`config.mk`:
```
export PLATFORM = sky130hd
export DESIGN_NAME = memory_map_address_decoder
export DESIGN_NICKNAME = d
export VERILOG_FILES = /design/src/hw/memmap_pkg.sv /design/src/hw/region_match.sv /design/src/hw/memory_map_address_decoder.sv
export SDC_FILE = /design/constraint.sdc
export NUM_CORES = 1
export LEC_CHECK = 0
export BUFFER_PORTS_ARGS = -buffer_cell sky130_fd_sc_hd__buf_2
export CAP_MARGIN = 25
export CORE_MARGIN = 1.5
export CORE_UTILIZATION = 40
export CTS_CLUSTER_DIAMETER = 120
export DETAILED_ROUTE_END_ITERATION = 12
export PLACE_DENSITY = 0.78
export SLEW_MARGIN = 5
export SYNTH_ARGS = -nofsm -noshare
export SYNTH_HDL_FRONTEND = slang
export SYNTH_SLANG_ARGS = --single-unit
```
`constraint.sdc`:
```
create_clock -name clk -period 1.25 [get_ports clk]
set_clock_uncertainty 0.2 [all_clocks]
set_input_delay 0.25 -clock clk [delete_from_list [all_inputs] [get_ports clk]]
set_output_delay 0.25 -clock clk [all_outputs]
set_load 0.02 [all_outputs]
```
`src/hw/memmap_pkg.sv`:
```
package memmap_pkg;
   localparam int          ADDR_W          = 20;
   localparam logic [19:0] FUNC_LO         = 20'h0_0000;
   localparam logic [19:0] FUNC_HI         = 20'h0_03FF;
   localparam logic [19:0] RAM_BASE        = 20'h0_0400;
   localparam logic [19:0] ROM_TOP         = 20'hF_FFFF;
   localparam logic [19:0] SPV_LO          = 20'hF_FE00;
   localparam logic [19:0] SPV_HI          = 20'hF_FFDB;
   localparam logic [19:0] FIXV_LO         = 20'hF_FFDC;
   localparam int unsigned RAM_BYTES_DEF   = 32'h0000_1400;
   localparam int unsigned ROM_BYTES_DEF   = 32'h0002_0000;
   localparam int          SEL_W           = 4;
   localparam int          SEL_FUNC        = 0;
   localparam int          SEL_RAM         = 1;
   localparam int          SEL_ROM         = 2;
   localparam int          SEL_EXT         = 3;
endpackage

```
`src/hw/region_match.sv`:
```
`timescale 1ns/1ps
module region_match
   import memmap_pkg::*;
#(
   parameter logic [19:0] LO = 20'h0_0000,
   parameter logic [19:0] HI = 20'h0_0000
) (
   input  wire logic [19:0] addr,
   output logic             hit
);
   assign hit = (addr >= LO) && (addr <= HI);
endmodule

```
`src/hw/memory_map_address_decoder.sv`:
```
// Functional notes
// - Accept 20-bit addresses spanning the whole 1 Mbyte space.
// - Internal ROM ends at FFFFF and grows downward by ROM size.
// - FFFDC to FFFFF decode as the fixed interrupt vector table.
// - Internal RAM starts at 00400 and grows upward by RAM size.
// - Stack pushes from calls and interrupts are checked against internal RAM; one outside it sets stack_miss.
// - 00000 to 003FF select the special function register area.
// - FFE00 to FFFDB decode as the special page vector table.
`timescale 1ns/1ps
module memory_map_address_decoder
   import memmap_pkg::*;
#(
   parameter int unsigned RAM_BYTES = RAM_BYTES_DEF,
   parameter int unsigned ROM_BYTES = ROM_BYTES_DEF
) (
   input  wire logic              clk,
   input  wire logic              resetn,
   input  wire logic              addr_valid,
   input  wire logic [ADDR_W-1:0] addr,
   input  wire logic              stack_access,
   output logic                   out_valid,
   output logic [ADDR_W-1:0]      out_addr,
   output logic [SEL_W-1:0]       region_sel,
   output logic                   special_page_vec,
   output logic                   fixed_vec,
   output logic                   stack_in_ram,
   output logic                   stack_miss
);
   // Region limits derived from the size parameters
   localparam logic [ADDR_W-1:0] RAM_LAST  = 20'(RAM_BASE + RAM_BYTES - 1);
   localparam logic [ADDR_W-1:0] ROM_FIRST = 20'(ROM_TOP - ROM_BYTES + 1);

   // Comparator slots
   localparam int WIN_N    = 5;
   localparam int WIN_FUNC = 0;
   localparam int WIN_RAM  = 1;
   localparam int WIN_ROM  = 2;
   localparam int WIN_SPV  = 3;
   localparam int WIN_FIXV = 4;

   // Bounds per slot, highest slot leftmost
   localparam logic [WIN_N-1:0][ADDR_W-1:0] WIN_LO = {
      FIXV_LO,
      SPV_LO,
      ROM_FIRST,
      RAM_BASE,
      FUNC_LO
   };
   localparam logic [WIN_N-1:0][ADDR_W-1:0] WIN_HI = {
      ROM_TOP,
      SPV_HI,
      ROM_TOP,
      RAM_LAST,
      FUNC_HI
   };

   // Priority order keeps the selects one-hot even if sizes make regions overlap
   typedef enum logic [1:0] {
      KIND_FUNC = 2'h0,
      KIND_RAM  = 2'h1,
      KIND_ROM  = 2'h3,
      KIND_EXT  = 2'h2
   } region_kind_t;

   logic [WIN_N-1:0]       win_hit;
   logic                   hit_func;
   logic                   hit_ram;
   logic                   hit_rom;
   logic                   hit_spv;
   logic                   hit_fixv;
   region_kind_t           kind;

   // Request echo group
   logic                   valid_d;
   logic                   valid_q;
   logic [ADDR_W-1:0]      addr_d;
   logic [ADDR_W-1:0]      addr_q;

   // Region select group
   logic [SEL_W-1:0]       sel_d;
   logic [SEL_W-1:0]       sel_q;

   // Vector flag group
   logic                   spv_d;
   logic                   spv_q;
   logic                   fixv_d;
   logic                   fixv_q;

   // Stack flag group
   logic                   stk_ok_d;
   logic                   stk_ok_q;
   logic                   stk_miss_d;
   logic                   stk_miss_q;

   // One comparator per slot, all on the raw bus address
   for (genvar i = 0; i < WIN_N; i++) begin : g_win
      region_match #(
         .LO (WIN_LO[i]),
         .HI (WIN_HI[i])
      ) u_match (
         .addr (addr),
         .hit  (win_hit[i])
      );
   end

   // Slot hits by name
   assign hit_func = win_hit[WIN_FUNC];
   assign hit_ram  = win_hit[WIN_RAM];
   assign hit_rom  = win_hit[WIN_ROM];
   assign hit_spv  = win_hit[WIN_SPV];
   assign hit_fixv = win_hit[WIN_FIXV];

   always_comb begin
      if (hit_func) begin
         kind = KIND_FUNC;
      end else if (hit_ram) begin
         kind = KIND_RAM;
      end else if (hit_rom) begin
         kind = KIND_ROM;
      end else begin
         kind = KIND_EXT;
      end
   end

   // Echo the request so the target sees address and select together
   always_comb begin
      valid_d = addr_valid;
      addr_d  = addr;
   end

   always_ff @(posedge clk or negedge resetn) begin
      if (!resetn) begin
         valid_q <= 1'b0;
         addr_q  <= 20'h0_0000;
      end else begin
         valid_q <= valid_d;
         addr_q  <= addr_d;
      end
   end

   // Idle cycles drive no select at all
   always_comb begin
      sel_d = '0;
      if (addr_valid) begin
         // Kind covers all four codes, so no default
         unique case (kind)
            KIND_FUNC: begin
               sel_d[SEL_FUNC] = 1'b1;
            end
            KIND_RAM: begin
               sel_d[SEL_RAM] = 1'b1;
            end
            KIND_ROM: begin
               sel_d[SEL_ROM] = 1'b1;
            end
            KIND_EXT: begin
               sel_d[SEL_EXT] = 1'b1;
            end
         endcase
      end
   end

   always_ff @(posedge clk or negedge resetn) begin
      if (!resetn) begin
         sel_q <= '0;
      end else begin
         sel_q <= sel_d;
      end
   end

   // Vector flags ride only on a ROM select; too small a ROM leaves them dark
   always_comb begin
      spv_d  = 1'b0;
      fixv_d = 1'b0;
      if (addr_valid && (kind == KIND_ROM)) begin
         spv_d  = hit_spv;
         fixv_d = hit_fixv;
      end
   end

   always_ff @(posedge clk or negedge resetn) begin
      if (!resetn) begin
         spv_q  <= 1'b0;
         fixv_q <= 1'b0;
      end else begin
         spv_q  <= spv_d;
         fixv_q <= fixv_d;
      end
   end

   // Stack traffic must land in RAM; a stray stack pointer is flagged
   always_comb begin
      stk_ok_d   = 1'b0;
      stk_miss_d = 1'b0;
      if (addr_valid && stack_access) begin
         stk_ok_d   = (kind == KIND_RAM);
         stk_miss_d = (kind != KIND_RAM);
      end
   end

   always_ff @(posedge clk or negedge resetn) begin
      if (!resetn) begin
         stk_ok_q   <= 1'b0;
         stk_miss_q <= 1'b0;
      end else begin
         stk_ok_q   <= stk_ok_d;
         stk_miss_q <= stk_miss_d;
      end
   end

   // Every output straight from its flop
   assign out_valid        = valid_q;
   assign out_addr         = addr_q;
   assign region_sel       = sel_q;
   assign special_page_vec = spv_q;
   assign fixed_vec        = fixv_q;
   assign stack_in_ram     = stk_ok_q;
   assign stack_miss       = stk_miss_q;
endmodule

```
**Yosys cells after proc, flatten, opt, wreduce, memory -nomap -nowiden**

Cells that the tools add are included.
Widths: inputs -> output; s select.

- Bits in registers: 29
- Memory bits (read-only): 0
- Bits in latches: 0
- Bits in writable memories: 0
- Memories kept: 0
- Input port bits: 24
- Output and inout port bits: 29

- Add/sub/neg operators: 0
- Equality and inequality tests: 4
- Bitwise operators: 0
- Reductions and logical operators: 8
- Magnitude comparators: 9
- Multiplexer cells: 12
- Div/mod/pow operators: 0
- Shifts and indexed selects: 0
- $mul: 0

Operators with widths:

| operator | number |
|---|---|
| $ge 20x20->1 const B | 3 |
| $le 20x20->1 const B | 2 |
| $ge 20x1->1 const B | 1 |
| $ge 20x11->1 const B | 1 |
| $le 20x10->1 const B | 1 |
| $le 20x13->1 const B | 1 |
| $mux 1 | 9 |
| $logic_and 1x1->1 | 7 |
| $eq 2x2->1 const B | 2 |
| $mux 2 | 2 |
| $mux 4 | 1 |
| $eq 2x1->1 const B | 1 |
| $logic_not 2->1 | 1 |
| $ne 2x1->1 const B | 1 |

**Depth between registers and ports, before layout**

Gate-level depths: netlist of the first run.

- Word-level depth: 8
- Depth in mapped cells: 3

**By module**

Synthesis of the first run repeated with hierarchy kept, for this count alone.

- Cells, all modules: 60
- Area total of the unflattened synthesis: 945.9 um^2

Modules (own cells, without submodules):

| module | instances | cells an instance | area an instance (um^2) |
|---|---|---|---|
| memory_map_address_decoder | 1 | 39 | 793.3 |
| region_match (g_win[3].u_match) | 1 | 7 | 45.0 |
| region_match (g_win[4].u_match) | 1 | 6 | 45.0 |
| region_match (g_win[1].u_match) | 1 | 4 | 28.8 |
| region_match (g_win[0].u_match) | 1 | 3 | 27.5 |
| region_match (g_win[2].u_match) | 1 | 1 | 6.3 |

**Worst setup path before layout of the first run**

Ideal clock, no wire load.

- Path kind: input-to-reg
- Start: input port addr[17]
- End: register fixv_q, in the netlist fixed_vec
- Arrival: 1082 ps
- Path buffers: 0
- Setup time: 95 ps
- Setup slack: -127 ps
- Stages: 3
- Data required time: 955 ps
- Cell sequence: nand3_2 > or4_4 > nor4b_2

- Longest elaborated chain between the ends: 8
- Elaborated cells between the ends (all ways): 17

RTL lines:

| element | RTL line | RTL |
|---|---|---|
| from (decl) | memory_map_address_decoder.sv:19 | `input wire logic [ADDR_W-1:0] addr,` |
| $ge 20x20->1 or $le 20x20->1 (tied branches) | region_match.sv:11 | `assign hit = (addr >= LO) && (addr <= HI);` |
| $logic_and 1x1->1 | region_match.sv:11 |  |
| $mux 1 | memory_map_address_decoder.sv:118 | `end else if (hit_rom) begin` |
| $mux 2 | memory_map_address_decoder.sv:116 | `end else if (hit_ram) begin` |
| $mux 2 | memory_map_address_decoder.sv:114 | `if (hit_func) begin` |
| $eq 2x2->1 | memory_map_address_decoder.sv:175 | `if (addr_valid && (kind == KIND_ROM)) begin` |
| $logic_and 1x1->1 | memory_map_address_decoder.sv:175 |  |
| $mux 1 * | memory_map_address_decoder.sv:175 |  |
| net fixv_d | memory_map_address_decoder.sv:86 | `logic fixv_d;` |
| to (signal assigned) | memory_map_address_decoder.sv:187 | `fixv_q <= fixv_d;` |
| to (decl) | memory_map_address_decoder.sv:87 | `logic fixv_q;` |

Mark *: on every way through the listed nets, which the timed path passes. The rest lies on a longest branch.

**Final worst setup path of the first run**

- Start: register addr_q[18], in the netlist out_addr[18]
- End: output port out_addr[18]

RTL lines:

| element | RTL line | RTL |
|---|---|---|
| from (decl) | memory_map_address_decoder.sv:77 | `logic [ADDR_W-1:0] addr_q;` |
| from (signal assigned) | memory_map_address_decoder.sv:137 | `addr_q <= addr_d;` |
| to (decl) | memory_map_address_decoder.sv:22 | `output logic [ADDR_W-1:0] out_addr,` |

No word-level cell between the ends.

==> flow_summary_export.csv, run 1 <==
group,metric,value,unit
outcome,status,"finished, violations left",
outcome,violations,"negative setup slack",
pwr,internal_power,1623,uW
route,num_vias,819,
synthesis,avgSynthCellArea,16.48,um^2
worst_setup_path,worstPathArrival,870,ps
synthesis,synth_commonest_cells,"29 x dfrtp_1, 4 x nand2_1, 4 x nor2_1, 2 x nand4_1, 2 x nor3_1",
clocking,clk_pin_slew,90,ps
synthesis,seq_area_frac_synth,83.09,%
placed_design,place_congestion,0.7249,
placed_design,port_buffers,52,
floorplan,die_w,49.73,um
synthesis,synthFlopType,"dfrtp_1",
route,drc,0,
clocking,cts-root-buf,"clkbuf_4",
synthesis,synth_cells,53,
pwr,p_clk_share,37.8,%
clocking,cts_buffers,5,
floorplan,core-area,2002,um^2
worst_setup_path,start_kind,"flip-flop",
min_path,worstHoldPathType,"in2reg",
synthesis,synth_edf_count,0,
sta,min_period_over_period,106.0,%
floorplan,start_util,43.63,%
global_route,antenna_found_initial,0,
clocking,numClockSinks,29,
synthesis,synthSimpleGateAreaFrac,15.19,%
synthesis,synth_top_family_by_area,"simple AND/OR/NAND/NOR gates",
synthesis,synthXorXnorAreaFrac,0,%
placed_design,placed_cells,141,
cells_and_area,multi_input_area,143.9,um^2
worst_setup_path,crit_family,"flip-flops",
global_route,grt_pass1_vias,890,
cells_and_area,register_area,725.7,um^2
worst_setup_path,end_kind,"output pin",
sta,relSlewSlack,59.76,%
worst_setup_path,critical_path.cell_chain,"buf_6",
synthesis,synth.area.mux_share,0,%
global_route,grt_max_degree,30,
synthesis,yosys_register_bits,29,
worst_setup_path,cp.required,800,ps
clocking,htree_levels,2,
global_route,grt_pass1_wl,4581,um
pwr,p_sw,480.5,uW
sta,setup_tns,-1182,ps
floorplan,die-area,2473,um^2
pwr,power.total,2103,uW
route,first_pass_iters,4,
synthesis,synth.area.top_cells,"dfrtp_1 83%, nand2_1 1.7%, nor2_1 1.7%",
flow_run,maxCapViolCount,0,
global_route,grt_usage,26.48,%
sta,max_freq,755.0,MHz
floorplan,die_h,49.73,um
route,routed_wl,2819,um
floorplan,ioPinCount,53,
pwr,powerDensity,1215,nW/um^2
clocking,cts_tree,"built",
synthesis,synth.most_common_cell,"dfrtp_1",
sta,worst_slack,-74.49,ps
sta,rsz0062_at_grt,"true",
placed_design,dp_hpwl,1319,um
synthesis,synth_top_cell_area_share,83.09,%
synthesis,synth_adder_area_share,0,%
floorplan,placementRows,16,
pwr,p_leak,0.0008470,uW
cells_and_area,syn_to_final_growth,98.28,%
cells_and_area,drive_above_1_share,49.66,%
synthesis,synth-compound-area-share,1.289,%
cells_and_area,final_cells,172,
synthesis,synth_largest_area_cell,"dfrtp_1",
cells_and_area,nNetsFinal,168,
sta,fin_hold_ws,74.51,ps
global_route,grt_overflow,0,
synthesis,synthArstFlopShare,100.0,%
cells_and_area,antenna_cells,0,
route,wire_per_inst,16.39,um
sta,drv_slew,0,
synthesis,netlist_area,873.3,um^2
worst_setup_path,cp_slowest_cell,"dfrtp_1",
sta,final-hold-violation-count,0,
cells_and_area,fillers,92,
route,ant_nets,0,
worst_setup_path,path_class,"reg2out",
synthesis,ys_types,17,
synthesis,ys.warnings.count,0,
sta,finalSetupViolCount,29,
pwr,swShare,22.85,%
sta,tightest_slew,603.6,ps
route,via_per_inst,4.762,
route,first_iter_violations,12,
worst_setup_path,cp.buffers_inverters,1,
worst_setup_path,path_max_fanout,1,
synthesis,synth_nets,77,
pwr,p_comb_share,14.8,%
worst_setup_path,crit_path_max_incr_delay,410,ps
pwr,sequentialPowerShare,47.5,%
pwr,ir_worst_vdd,1.376,mV
clocking,clockBufferDepth,2,
sta,min_period,1324,ps
==> power by group through the flow <==
stage | Combinational, uW | Clock (uW) | Sequential (uW)
2_1_floorplan | 17.3 | 0 | 1060
3_3_place_gp | 194 | 0 | 1000
3_5_place_dp | 198 | 0 | 1000
4_1_cts | 299 | 786 | 995
5_1_grt | 329 | 865 | 1000
6_report | 311 | 794 | 998
==> cells in the final DEF (no fill, tap or decap), types with 2 or more instances in the layout <==
master	count
buf_2	23
buf_4	9
buf_6	29
clkbuf_4	5
dfrtp_1	29
dlygate4sd3_1	23
nand2_1	4
nand4_1	2
nor2_1	4
nor3_1	2
==> layout make-up <==
cell class,count,area share (%)
sequential,29,41.91
tap,27,1.951
clock buffer,7,3.179
timing repair buffer,84,42.70
inverter,1,0.2168
clock inverter,1,1.734
multi-input combinational,23,8.309
==> repair_timing <==
item,4_1_cts,5_1_grt
endpoints found under the hold margin,52,0
buffers inserted,0,0
endpoints found under the setup margin,29,29
hold buffers,23,0
resized for setup,58,0
==> metal layers <==
| layer | wire length [um] | global-route usage, % |
|---|---|---|
| met3 | 157 | 7.576 |
| met1 | 1059 | 28.31 |
| met4 | 29 | 6.944 |
| met2 | 1573 | 50.22 |
| met5 | 0 | 0 |
==> sequential cells by signal, indices dropped and copies added, names as in the netlist <==
name and cells:
special_page_vec 1, fixed_vec 1, out_addr 20, out_valid 1
stack_miss 1, stack_in_ram 1, region_sel 4
==> final timing paths <==
kind | startpoint | endpoint | cells after the start
setup / recovery | out_addr[18] | out_addr[18] | 1
hold / removal | addr[10] | region_sel[0] | 3
max in group asynchronous | resetn | region_sel[0] | 2
min in group asynchronous | resetn | out_addr[17] | 2
==> stage by stage <==
step	setup slack (ps)	instance area (um^2)	util [%]
floorplan	-73.63	873.3	-
global placement	-204.5	1235	61.69
detailed placement	-202.0	1235	61.69
CTS	-52.27	1732	86.50
global route	-105.3	1732	86.50
finish	-74.49	1732	86.50
==> logic make-up (layout without fill, tap and decap cells) <==
| group | Yosys count | after routing |
|---|---|---|
| compound gates | 2 | 2 |
| buf+inv | 1 | 93 |
| flops | 29 | 29 |
| simple gates | 21 | 21 |
(Power assumes the default switching activity.)
==> run 2: changes to the inputs <==
--- a/config.mk
+++ b/config.mk
@@ -7,11 +7,13 @@
 export LEC_CHECK = 0
 export BUFFER_PORTS_ARGS = -buffer_cell sky130_fd_sc_hd__buf_2
 export CAP_MARGIN = 25
+export CELL_PAD_IN_SITES_DETAIL_PLACEMENT = 1
+export CELL_PAD_IN_SITES_GLOBAL_PLACEMENT = 1
 export CORE_MARGIN = 1.5
-export CORE_UTILIZATION = 40
+export CORE_UTILIZATION = 33
 export CTS_CLUSTER_DIAMETER = 120
 export DETAILED_ROUTE_END_ITERATION = 12
-export PLACE_DENSITY = 0.78
+export PLACE_DENSITY = 0.83
 export SLEW_MARGIN = 5
 export SYNTH_ARGS = -nofsm -noshare
 export SYNTH_HDL_FRONTEND = slang
==> flow_summary_export.csv, run 2 (synthesized netlist as in run 1, its figures left out) <==
group,metric,value,unit
worst_setup_path,crit_path_max_incr_delay,400,ps
route,wire_per_inst,21.70,um
worst_setup_path,start_kind,"flip-flop",
clocking,cts_buffers,5,
cells_and_area,final_util,69.02,%
pwr,sequentialPowerShare,52.0,%
cells_and_area,syn_to_final_growth,97.56,%
sta,tightest_slew,339.5,ps
global_route,grt_max_degree,30,
pwr,p_clk_share,30.9,%
pwr,p_sw,509.7,uW
global_route,grt_pass1_vias,921,
cells_and_area,fillers,241,
sta,final-hold-violation-count,0,
pwr,powerDensity,1115,nW/um^2
worst_setup_path,critical_path.cell_chain,"buf_6",
clocking,cts-root-buf,"clkbuf_4",
cells_and_area,drive_above_1_share,49.65,%
worst_setup_path,cp_slowest_cell,"dfrtp_1",
route,ant_nets,0,
global_route,grt_overflow,0,
sta,max_freq,747.0,MHz
floorplan,die_w,54.45,um
pwr,swShare,26.50,%
cells_and_area,final_cells,173,
placed_design,place_congestion,0.7149,
floorplan,die_h,54.45,um
worst_setup_path,crit_family,"flip-flops",
route,drc,0,
route,first_iter_violations,12,
worst_setup_path,worstPathArrival,890,ps
placed_design,pre_cts_slack,-281.8,ps
floorplan,die-area,2964,um^2
global_route,antenna_found_initial,0,
sta,min_period,1339,ps
min_path,whs_endpoint,"region_sel[0]",
sta,rsz0062_at_grt,"true",
route,first_pass_iters,4,
worst_setup_path,path_max_fanout,1,
min_path,hold_path_startpoint,"addr[10]",
cells_and_area,antenna_cells,0,
floorplan,placementRows,18,
route,routed_wl,3754,um
worst_setup_path,cp.required,800,ps
cells_and_area,largest_reg_flops,20,
clocking,htree_levels,2,
placed_design,dp_hpwl,1838,um
cells_and_area,layout_common_cells,"29 x dfrtp_1, 29 x buf_6, 23 x dlygate4sd3_1, 23 x buf_2, 7 x buf_4",
sta,worst_slack,-88.77,ps
placed_design,port_buffers,52,
clocking,clockBufferDepth,2,
cells_and_area,nNetsFinal,167,
flow_run,maxCapViolCount,0,
worst_setup_path,cp.buffers_inverters,1,
floorplan,ioPinCount,53,
sta,drv_slew,0,
pwr,power.total,1924,uW
pwr,internal_power,1414,uW
min_path,worstHoldPathType,"in2reg",
global_route,grt_pass1_wl,5271,um
pwr,ir_worst_vdd,0.9551,mV
route,num_vias,826,
clocking,numClockSinks,29,
global_route,grt_usage,28.69,%
outcome,violations,"negative setup slack",
sta,min_period_over_period,107.1,%
clocking,cts_tree,"built",
outcome,status,"finished, violations left",
min_path,holdPathStages,3,
worst_setup_path,end_kind,"output pin",
sta,finalSetupViolCount,30,
placed_design,placed_cells,143,
worst_setup_path,path_class,"reg2out",
clocking,clk_pin_slew,90,ps
pwr,p_leak,0.0008418,uW
floorplan,core-area,2500,um^2
floorplan,start_util,34.93,%
pwr,p_comb_share,17.0,%
route,via_per_inst,4.775,
sta,relSlewSlack,77.18,%
## run 2: worst max-delay path by stage
stage / start / end / slack, ps / depth (start not counted)
floorplan: addr[17] / fixed_vec / -70 / 3
global placement: addr[15] / fixed_vec / -190 / 4
detailed placement: addr[17] / fixed_vec / -280 / 4
CTS: fixed_vec / fixed_vec / -80 / 1
global route: out_addr[11] / out_addr[11] / -140 / 1
finish: out_addr[11] / out_addr[11] / -90 / 1
## run 2: timing repair
item                       CTS  global route
hold endpoints to repair    52             0
buffers inserted             0             0
resized for setup           58             2
setup endpoints to repair   29            31
hold buffers                23             0
## run 2: cell type report
| class | instances | area (um^2) | share of cell area (%) |
|---|---|---|---|
| inverter | 1 | 3.754 | 0.2175 |
| timing repair buffer | 83 | 744.5 | 43.15 |
| tap | 30 | 37.54 | 2.175 |
| clock buffer | 7 | 55.05 | 3.191 |
| multi-input combinational | 23 | 158.9 | 9.210 |
| sequential | 29 | 725.7 | 42.06 |
## run 2: metal layers
layer | part of all wire [%] | vias up | global-route usage [%]
met4 | 2.4 | 0 | 11.67
met2 | 49 | 49 | 45.98
li1 | - | 362 | -
met5 | 0 | - | 0
met1 | 40 | 406 | 33.81
met3 | 8.4 | 9 | 12.30
## run 2: per-stage QoR
stage	TNS [ps]	instance area (um^2)	hold WS [ps]
floorplan	-73.63	873.3	-245.6
global placement	-1215	1244	4.686
detailed placement	-1312	1244	16.20
CTS	-1816	1710	28.38
global route	-2970	1725	61.31
finish	-1961	1725	56.82
## run 2: power by group through the flow
stage | registers [uW] | logic, uW | clock network, uW
after floorplan | 1060 | 17.3 | 0
after global placement | 1000 | 199 | 0
after detailed placement | 1000 | 208 | 0
after CTS | 996 | 309 | 595
after global routing | 1000 | 348 | 649
final | 1000 | 328 | 595
